[config.mk]
export PLATFORM = sky130hd
export DESIGN_NAME = decrement_skip_instr
export DESIGN_NICKNAME = d
export VERILOG_FILES = /design/src/decskip_pkg.sv /design/src/decskip_addr.sv /design/src/decrement_skip_instr.sv
export SDC_FILE = /design/constraint.sdc
export NUM_CORES = 1
export LEC_CHECK = 0
export BUFFER_PORTS_ARGS = -buffer_cell sky130_fd_sc_hd__buf_4
export CAP_MARGIN = 20
export CORE_MARGIN = 1.5
export CORE_UTILIZATION = 40
export CTS_CLUSTER_DIAMETER = 150
export DETAILED_ROUTE_END_ITERATION = 7
export PLACE_DENSITY = 0.69
export SLEW_MARGIN = 20
export SYNTH_ARGS = -nofsm -noshare
export SYNTH_HDL_FRONTEND = slang
export SYNTH_SLANG_ARGS = --single-unit
[constraint.sdc]
create_clock -name clock -period 3 [get_ports clock]
set_input_delay 0.15 -clock clock [delete_from_list [all_inputs] [get_ports clock]]
set_output_delay 0.15 -clock clock [all_outputs]
set_load 0.02 [all_outputs]
[src/decskip_pkg.sv]
// package: constants for the decrement-and-skip instruction logic
package decskip_pkg;

    // ------------------------------------------------------------------
    // instruction word layout
    // ------------------------------------------------------------------
    localparam int          OPC_HI         = 15;
    localparam int          OPC_LO         = 10;
    localparam int          DEST_BIT       = 9;
    localparam int          ACC_BIT        = 8;
    localparam logic [5:0]  OPC_DEC_SKZ    = 6'h0_0b;
    localparam logic [5:0]  OPC_DEC_SKNZ   = 6'h0_13;

    // ------------------------------------------------------------------
    // addressing
    // ------------------------------------------------------------------
    localparam logic [7:0]  IDX_LIMIT      = 8'h5f;
    localparam logic [7:0]  ACC_SPLIT      = 8'h60;
    localparam logic [3:0]  ACC_HI_BANK    = 4'hf;
    localparam logic [7:0]  RESULT_ZERO    = 8'h00;
    localparam logic [7:0]  ONE            = 8'h01;

    // ------------------------------------------------------------------
    // cycle costs, in instruction cycles
    // ------------------------------------------------------------------
    localparam logic [1:0]  CYC_NO_SKIP    = 2'h1;
    localparam logic [1:0]  CYC_SKIP_ONE   = 2'h2;
    localparam logic [1:0]  CYC_SKIP_TWO   = 2'h3;

    typedef enum logic [1:0] {ST_IDLE, ST_EXEC, ST_NOP1, ST_NOP2} phase_t;

endpackage : decskip_pkg

[src/decskip_addr.sv]
// module: effective data-memory address generation for the byte instructions
`timescale 1ns/10ps
module decskip_addr
(
    // operand fields
    input  wire logic [7:0]  f_addr,
    input  wire logic        access_sel,
    input  wire logic        ext_set_en,
    // bank and index state
    input  wire logic [3:0]  bank_pointer_reg,
    input  wire logic [11:0] index_base,
    // result
    output logic      [11:0] eff_addr,
    output logic             indexed
);

    // ------------------------------------------------------------------
    // address select
    // ------------------------------------------------------------------
    wire logic        use_idx;
    wire logic [11:0] idx_addr;
    wire logic [11:0] acc_addr;
    wire logic [11:0] bank_addr;

    // indexed offset mode wins over the access bank only for low offsets
    assign use_idx   = ext_set_en && !access_sel && (f_addr <= decskip_pkg::IDX_LIMIT);
    assign idx_addr  = index_base + {4'h0, f_addr};
    // access bank offsets below 60h map to bank 0, the rest to the top bank
    assign acc_addr  = (f_addr < decskip_pkg::ACC_SPLIT) ? {4'h0, f_addr}
                                                         : {decskip_pkg::ACC_HI_BANK, f_addr};
    assign bank_addr = {bank_pointer_reg, f_addr};
    assign eff_addr  = use_idx ? idx_addr : (access_sel ? bank_addr : acc_addr);
    assign indexed   = use_idx;

endmodule : decskip_addr

[src/decrement_skip_instr.sv]
// module: decode and execute of the two decrement-and-skip instructions
// Summary of operation
// - read addressed register and subtract one
// - destination bit 0 writes result into accumulator, register untouched
// - destination bit 1 writes result back into the addressed register
// - skip-if-zero discards next instruction when result is zero
// - skip-if-nonzero discards next instruction when result is not zero
// - taken skip costs two cycles, no skip costs one
// - skipping a two-word instruction costs three cycles
// - bank bit 0 uses access bank, 1 uses bank pointer register
// - extended set, bank bit clear, address up to 95 selects indexed offset
`timescale 1ns/10ps
module decrement_skip_instr
(
    // clock and reset
    input  wire logic        clock,
    input  wire logic        srst,
    // instruction stream
    input  wire logic        instr_valid,
    input  wire logic [15:0] instr_word,
    input  wire logic        next_two_word,
    // configuration and bank state
    input  wire logic        ext_set_en,
    input  wire logic [3:0]  bank_pointer_reg,
    input  wire logic [11:0] index_base,
    // data memory read port
    output logic      [11:0] mem_addr,
    input  wire logic [7:0]  mem_rdata,
    // data memory write port
    output logic             mem_we,
    output logic      [7:0]  mem_wdata,
    // accumulator write port
    output logic             acc_we,
    output logic      [7:0]  acc_wdata,
    // status and sequencing
    output logic             busy,
    output logic             skip_nop,
    output logic             done,
    output logic      [1:0]  cycles_used,
    output logic             flags_we
);

    // ------------------------------------------------------------------
    // decode
    // ------------------------------------------------------------------
    wire logic        is_skz;
    wire logic        is_sknz;
    wire logic        is_ours;
    wire logic        dest_reg;
    wire logic [11:0] eff_addr;
    wire logic        eff_indexed;

    // only the two opcodes of this block are accepted
    assign is_skz   = instr_word[decskip_pkg::OPC_HI:decskip_pkg::OPC_LO] == decskip_pkg::OPC_DEC_SKZ;
    assign is_sknz  = instr_word[decskip_pkg::OPC_HI:decskip_pkg::OPC_LO] == decskip_pkg::OPC_DEC_SKNZ;
    assign is_ours  = instr_valid && (is_skz || is_sknz);
    assign dest_reg = instr_word[decskip_pkg::DEST_BIT];

    decskip_addr u_addr
    (
        .f_addr           (instr_word[7:0]),
        .access_sel       (instr_word[decskip_pkg::ACC_BIT]),
        .ext_set_en       (ext_set_en),
        .bank_pointer_reg (bank_pointer_reg),
        .index_base       (index_base),
        .eff_addr         (eff_addr),
        .indexed          (eff_indexed)
    );

    // ------------------------------------------------------------------
    // latched instruction state
    // ------------------------------------------------------------------
    decskip_pkg::phase_t phase;
    decskip_pkg::phase_t next_phase;
    logic              held_skz;
    logic              held_dest;
    logic              held_two;

    // capture on accept so the operand stays stable while memory answers
    always_ff @(posedge clock)
    begin
        if (srst)
        begin
            held_skz  <= 1'b0;
            held_dest <= 1'b0;
            held_two  <= 1'b0;
        end
        else if (phase == decskip_pkg::ST_IDLE && is_ours)
        begin
            held_skz  <= is_skz;
            held_dest <= dest_reg;
            held_two  <= next_two_word;
        end
    end

    // ------------------------------------------------------------------
    // execute arithmetic and skip decision
    // ------------------------------------------------------------------
    wire logic [7:0] result;
    wire logic       res_zero;
    wire logic       take_skip;

    // 8-bit subtract wraps 00 to ff, which then reads as non-zero
    assign result    = mem_rdata - decskip_pkg::ONE;
    assign res_zero  = (result == decskip_pkg::RESULT_ZERO);
    assign take_skip = held_skz ? res_zero : !res_zero;

    // ------------------------------------------------------------------
    // sequencer: one cycle to execute, then on a skip one or two forced no-ops
    // ------------------------------------------------------------------
    // a write happens even when the following word is skipped
    always_comb
    begin
        next_phase = phase;
        unique case (phase)
            decskip_pkg::ST_IDLE: if (is_ours) next_phase = decskip_pkg::ST_EXEC;
            decskip_pkg::ST_EXEC: next_phase = take_skip ? decskip_pkg::ST_NOP1 : decskip_pkg::ST_IDLE;
            decskip_pkg::ST_NOP1: next_phase = held_two ? decskip_pkg::ST_NOP2 : decskip_pkg::ST_IDLE;
            decskip_pkg::ST_NOP2: next_phase = decskip_pkg::ST_IDLE;
        endcase
    end

    // phase register; requests arriving outside idle are simply not taken
    always_ff @(posedge clock)
    begin
        if (srst)
            phase <= decskip_pkg::ST_IDLE;
        else
            phase <= next_phase;
    end

    // ------------------------------------------------------------------
    // registered outputs
    // ------------------------------------------------------------------
    wire logic exec_now;
    wire logic finish_now;
    wire logic [1:0] next_cycles;

    assign exec_now    = (phase == decskip_pkg::ST_EXEC);
    assign finish_now  = (phase != decskip_pkg::ST_IDLE) && (next_phase == decskip_pkg::ST_IDLE);
    assign next_cycles = (phase == decskip_pkg::ST_EXEC) ? decskip_pkg::CYC_NO_SKIP
                       : (phase == decskip_pkg::ST_NOP1) ? decskip_pkg::CYC_SKIP_ONE
                       : decskip_pkg::CYC_SKIP_TWO;

    // write strobes are one-cycle pulses, issued as the execute cycle ends
    always_ff @(posedge clock)
    begin
        if (srst)
        begin
            mem_addr    <= 12'h0_000;
            mem_we      <= 1'b0;
            mem_wdata   <= 8'h00;
            acc_we      <= 1'b0;
            acc_wdata   <= 8'h00;
            busy        <= 1'b0;
            skip_nop    <= 1'b0;
            done        <= 1'b0;
            cycles_used <= 2'h0;
            flags_we    <= 1'b0;
        end
        else
        begin
            mem_addr    <= (phase == decskip_pkg::ST_IDLE && is_ours) ? eff_addr : mem_addr;
            mem_we      <= exec_now && held_dest;
            mem_wdata   <= result;
            acc_we      <= exec_now && !held_dest;
            acc_wdata   <= result;
            busy        <= next_phase != decskip_pkg::ST_IDLE;
            skip_nop    <= next_phase == decskip_pkg::ST_NOP1 || next_phase == decskip_pkg::ST_NOP2;
            done        <= finish_now;
            cycles_used <= finish_now ? next_cycles : cycles_used;
            flags_we    <= 1'b0;
        end
    end
endmodule : decrement_skip_instr

Yosys cells after proc, flatten, opt, wreduce, memory -nomap -nowiden
Index checks and enable logic that the tools add are counted.
{"block": "word_totals", "memories": 0, "romBits": 0, "out_inout_bits": 36, "inputBits": 45, "ram_bits": 0, "word_cells": 50, "latchBits": 0, "regBits": 32}
{"block": "classes", "eq_ne": 7, "magnitude_cmp": 2, "n_reduce_logical": 17, "n_bitwise": 0, "shifts": 0, "addsub": 2, "n_mul": 0, "muxes": 10, "div": 0}
{"cell": "$mux W12", "count": 3}
{"cell": "$add A12 B8 Y12", "count": 1}
{"cell": "$eq A2 B2 Y1 const B", "count": 4}
{"cell": "$le A8 B7 Y1 const B", "count": 1}
{"cell": "$logic_not A8 Y1", "count": 1}
{"cell": "$lt A8 B7 Y1 const B", "count": 1}
{"cell": "$mux W2", "count": 4}
{"cell": "$pmux W2 S4", "count": 1}
{"cell": "$sub A8 B1 Y8 const B", "count": 1}
{"cell": "$logic_and A1 B1 Y1", "count": 7}
{"cell": "$eq A6 B4 Y1 const B", "count": 1}
{"cell": "$eq A6 B5 Y1 const B", "count": 1}
{"cell": "$logic_not A2 Y1", "count": 2}
{"cell": "$reduce_bool A2 Y1", "count": 2}
{"cell": "$logic_not A1 Y1", "count": 3}
{"cell": "$eq A2 B1 Y1 const B", "count": 1}
{"cell": "$logic_or A1 B1 Y1", "count": 2}
{"cell": "$mux W1", "count": 2}

Logic depth before layout (Yosys ltp)
{"block": "depth", "word_depth": 8, "depth_mapped": 10, "ltp_nobuf": 10}

Hierarchy
Synthesis repeated with hierarchy kept, for this count alone.
{"block": "hier_totals", "cells_unflattened": 229, "hier_area_um2": 1995.7}
{"module": "decrement_skip_instr", "cells_per_inst": 138, "seq_area_each_um2": 640.6, "instances": 1, "area_each_um2": 1367.6}
{"module": "decskip_addr", "cells_per_inst": 91, "seq_area_each_um2": 0.0, "instances": 1, "area_each_um2": 628.1}

Least setup slack after synthesis
No wires, ideal clock.
{"block": "synth_path", "path_kind": "input -> register", "start": "input port mem_rdata[1]", "end": "register cycles_used[1]", "t_required_ns": 2.921, "stages": 9, "path_slack_ns": 1.025, "arrival_ns": 1.895, "setup_ns": 0.079, "path_buffers": 0, "path_cell_list": "inv_1 > ha_1 > or3b_4 > or4_1 > nand4_2 > nor4b_4 > xnor2_2 > a21oi_2 > a211oi_2"}
{"block": "synth_between", "elab_chain_cells": 8}
{"element": "start, declared", "line": "decrement_skip_instr.sv:28", "source": "input wire logic [7:0] mem_rdata,"}
{"element": "$sub A8 B1 Y8 *", "line": "decrement_skip_instr.sv:104", "source": "assign result = mem_rdata - decskip_pkg::ONE;"}
{"element": "$logic_not A8 Y1 *", "line": "decrement_skip_instr.sv:105", "source": "assign res_zero = (result == decskip_pkg::RESULT_ZERO);"}
{"element": "$logic_not A1 Y1", "line": "decrement_skip_instr.sv:106", "source": "assign take_skip = held_skz ? res_zero : !res_zero;"}
{"element": "$mux W1 *", "line": "decrement_skip_instr.sv:106"}
{"element": "$mux W2 *", "line": "decrement_skip_instr.sv:117", "source": "decskip_pkg::ST_EXEC: next_phase = take_skip ? decskip_pkg::ST_NOP1 : decskip_pkg::ST_IDLE;"}
{"element": "$pmux W2 S4 *", "line": "decrement_skip_instr.sv:115", "source": "unique case (phase)"}
{"element": "$logic_not A2 Y1 *", "line": "decrement_skip_instr.sv:140", "source": "assign finish_now = (phase != decskip_pkg::ST_IDLE) && (next_phase == decskip_pkg::ST_IDLE);"}
{"element": "$logic_and A1 B1 Y1 *", "line": "decrement_skip_instr.sv:140"}
{"element": "end signal, assigned", "line": "decrement_skip_instr.sv:171", "source": "cycles_used <= finish_now ? next_cycles : cycles_used;"}
{"element": "end, declared", "line": "decrement_skip_instr.sv:39", "source": "output logic [1:0] cycles_used,"}
Mark *: on every way between the ends. The rest lies on a longest branch, timed or not.
A chain may end at the register's enable or synchronous reset.

Final worst setup path
{"block": "layout_path", "start": "register phase[1]", "end": "register mem_addr[3]"}
{"block": "layout_between", "elab_chain_cells": 2}
{"element": "start, declared", "line": "decrement_skip_instr.sv:73", "source": "decskip_pkg::phase_t phase;"}
{"element": "start signal, assigned", "line": "decrement_skip_instr.sv:127", "source": "phase <= decskip_pkg::ST_IDLE;"}
{"element": "start signal, assigned", "line": "decrement_skip_instr.sv:129", "source": "phase <= next_phase;"}
{"element": "$logic_not A2 Y1", "line": "decrement_skip_instr.sv:163", "source": "mem_addr <= (phase == decskip_pkg::ST_IDLE && is_ours) ? eff_addr : mem_addr;"}
{"element": "$logic_and A1 B1 Y1", "line": "decrement_skip_instr.sv:163"}
{"element": "end signal, assigned", "line": "decrement_skip_instr.sv:163"}
{"element": "end, declared", "line": "decrement_skip_instr.sv:27", "source": "output logic [11:0] mem_addr,"}
Every way passes these cells.

==> results by group <==
Run status
  • Status: completed

Synth
  • Post-Syn Instances: 232
  • Syn_area_per_cell: 8.35 um^2
  • Ys flop type: dfxtp_1
  • Syn_nets: 288
  • Synth Cell Area: 1940 um^2
  • Synth async-reset ratio: 0
  • Syn. warnings: 0
  • Sequential fraction of the synthesis area: 0.320
  • Yosys cell types: 47
  • Post-synth EDFFs: 0
  • Synth Register Bits: 31

Worst setup path
  • Worst Setup Start Kind: register
  • Worst stage delay on the critical path: 0.60 ns
  • Required @ worst endpoint: 3.20 ns
  • Crit Path Class: register to register
  • CP max-delay cell: and3_1
  • Crit path max fanout: 15
  • Critical Path, Cell by Cell: nor4b_1, and3_1, buf_4, nor2_1, a311oi_1
  • Critical Path AT: 2.20 ns
  • Worst setup EP type: register

Run
  • MaxCap Viol Count: 0

Global routing
  • Gr usage total: 0.164
  • Initial antenna violation count: 0
  • Largest net degree at the start of global routing: 36
  • Grt ovf: 0
  • Vias in the first global route: 1552
  • First-pass GRT wire length: 6.69 mm

Floorplanning
  • Io pins: 81
  • DIE WIDTH: 72.6 um
  • Die ar.: 5270 um^2
  • Core region area: 4690 um^2
  • Num rows: 25
  • Chip height: 72.6 um
  • Initial Util: 0.413

Pwr
  • Static Leak: 1.18 nW
  • Pwr dens: 410 nW/um^2
  • Power consumption: 0.00108 W
  • VDD IR max: 0.198 mV

Placed design
  • PortBufs: 79
  • Dpl hpwl: 3.37 mm
  • Pre-CTS WS: 0.746 ns
  • RePlAce Congestion: 0.814
  • DP Cell Count: 349

Route
  • Wire per inst: 12.1 um
  • Via/cell ratio: 5.04
  • Final ANT Viol Nets: 0
  • WL met1: 2.01 mm
  • WL met3: 184 um
  • Max Used Layer: met4
  • Residual DRC: 0
  • Pre-Repair DR Iteration Count: 4
  • Final WL: 4.31 mm
  • Drt first-iter violations: 24
  • DR WL met2: 2.05 mm
  • Via count: 1798

Timing
  • Final setup viols: 0
  • Slew Limit Fails: 0
  • Min Tclk post-route: 2.00 ns
  • Slew headroom: 0.597
  • Fin Setup TNS: 0 ns
  • Hold Slack: 0.0666 ns
  • RSZ-0062 raised after global routing: false
  • Clock Skews: 0.00185 ns
  • Slew at the pin closest to its max-slew limit: 0.604 ns
  • Hold Violations, Final: 0
  • Fmax: 0.500 GHz
  • Final WS setup: 1.00 ns
  • Period utilization: 0.666

CTS
  • Post-CTS Resized: 0
  • Clk sinks: 31
  • Worst-path clk slew: 0.06 ns
  • TritonCTS Buffers: 5
  • Clock network latency to the later pin of the worst-skew pair: 0.28 ns
  • Setup bufs post-CTS: 0
  • CTS Root Cell: clkbuf_8
  • Clk buf depth: 2
  • CTS Hold Bufs: 0
  • CTS tree: done
  • H-tree lvl count: 2

Layout
  • Most frequent cells in the layout: 81 x buf_4, 31 x dfxtp_1, 25 x nor2_1, 17 x a21oi_1, 16 x nand2_1
  • Ratio of cells with drive above 1 in the final layout: 0.330
  • Multi-input gate area: 1170 um^2
  • Layout Cells excl Fill: 357
  • Commonest non-fill, non-tap cell in the layout: buf_4
  • N_diodes: 0
  • FF+latch area: 621 um^2
  • Nets: 358
  • Area Growth Syn to Fin: 35.7%
  • Fillers: 460

Min path
  • Min-Delay Path Class: input pin to register
[flip-flops by register name, indices dropped and copies added, names as in the netlist, 2 cells and up]
name and count:
mem_addr 12, acc_wdata 8, cycles_used 2, phase 2
[cell families (layout without fill, tap and decap cells)]
kind of cell	Yosys count	after routing	share of synthesized area
buffers and inverters	31	102	0.0775
other	1	1	0.00193
DFF	31	31	0.320
AOI/OAI and AO/OA	55	55	0.194
muxes	5	5	0.0258
xor gates and xnor gates	11	11	0.0575
and+or+nand+nor	87	87	0.249
adders and majority gates	11	11	0.0749
[path summary, 6_finish.rpt]
kind | start | slack (ns) | to | depth (start not counted)
worst max register to register | phase[1] | 1.00 | mem_addr[3] | 5
worst min-delay path | mem_rdata[0] | 0.07 | acc_wdata[0] | 2
worst min register to register | held_dest | 0.45 | acc_we | 1
worst max-delay path | phase[1] | 1.00 | mem_addr[3] | 5
[per-layer routing]
layer	track usage	up-vias
met1	0.194	799
met5	0	-
li1	-	945
met4	0.0755	0
met2	0.273	49
met3	0.0456	5
[worst max-delay path, delay by kind of cell (launching register included)]
kind,cells,cell delay [ns]
DFF,1,0.38
buffers and inverters,1,0.31
and+or+nand+nor,3,1.00
AOI/OAI and AO/OA,1,0.22
[layout make-up]
type | count | share of cell area
sequential | 31 | 0.236
timing repair buffer | 81 | 0.231
inverter | 13 | 0.0186
clock inverter | 2 | 0.0133
clock buffer | 6 | 0.0314
tap | 54 | 0.0257
multi-input combinational | 170 | 0.444
[report_power, final]
part	switching [W]	total (W)	leakage (nW)	internal, W
registers	0.00000541	0.000428	0.252	0.000422
clock network	0.000151	0.000419	0.0612	0.000268
logic	0.000119	0.000232	0.864	0.000113
total	0.000275	0.00108	1.18	0.000804
[synthesized netlist by cell type, types with 4 or more instances]
cell,n,share of area
nand2b_1,4,0.013
o21ai_0,6,0.015
o21ai_1,4,0.010
mux2i_1,5,0.026
nand2_1,16,0.031
clkbuf_1,9,0.017
nor2b_1,10,0.032
inv_1,13,0.025
nor3_1,7,0.018
a21oi_1,17,0.044
a211oi_1,9,0.035
dfxtp_1,31,0.32
ha_1,10,0.065
buf_4,9,0.035
nor2_1,25,0.048
a311oi_1,5,0.023
xnor2_1,6,0.027
[metrics by stage]
step                      utilization  cell area (um^2)
after floorplan                     -              1940
after global placement          0.535              2510
after detailed placement        0.535              2510
after CTS                       0.561              2630
after global routing            0.561              2630
final                           0.561              2630
Note: power is estimated with default switching activity, not from simulation.
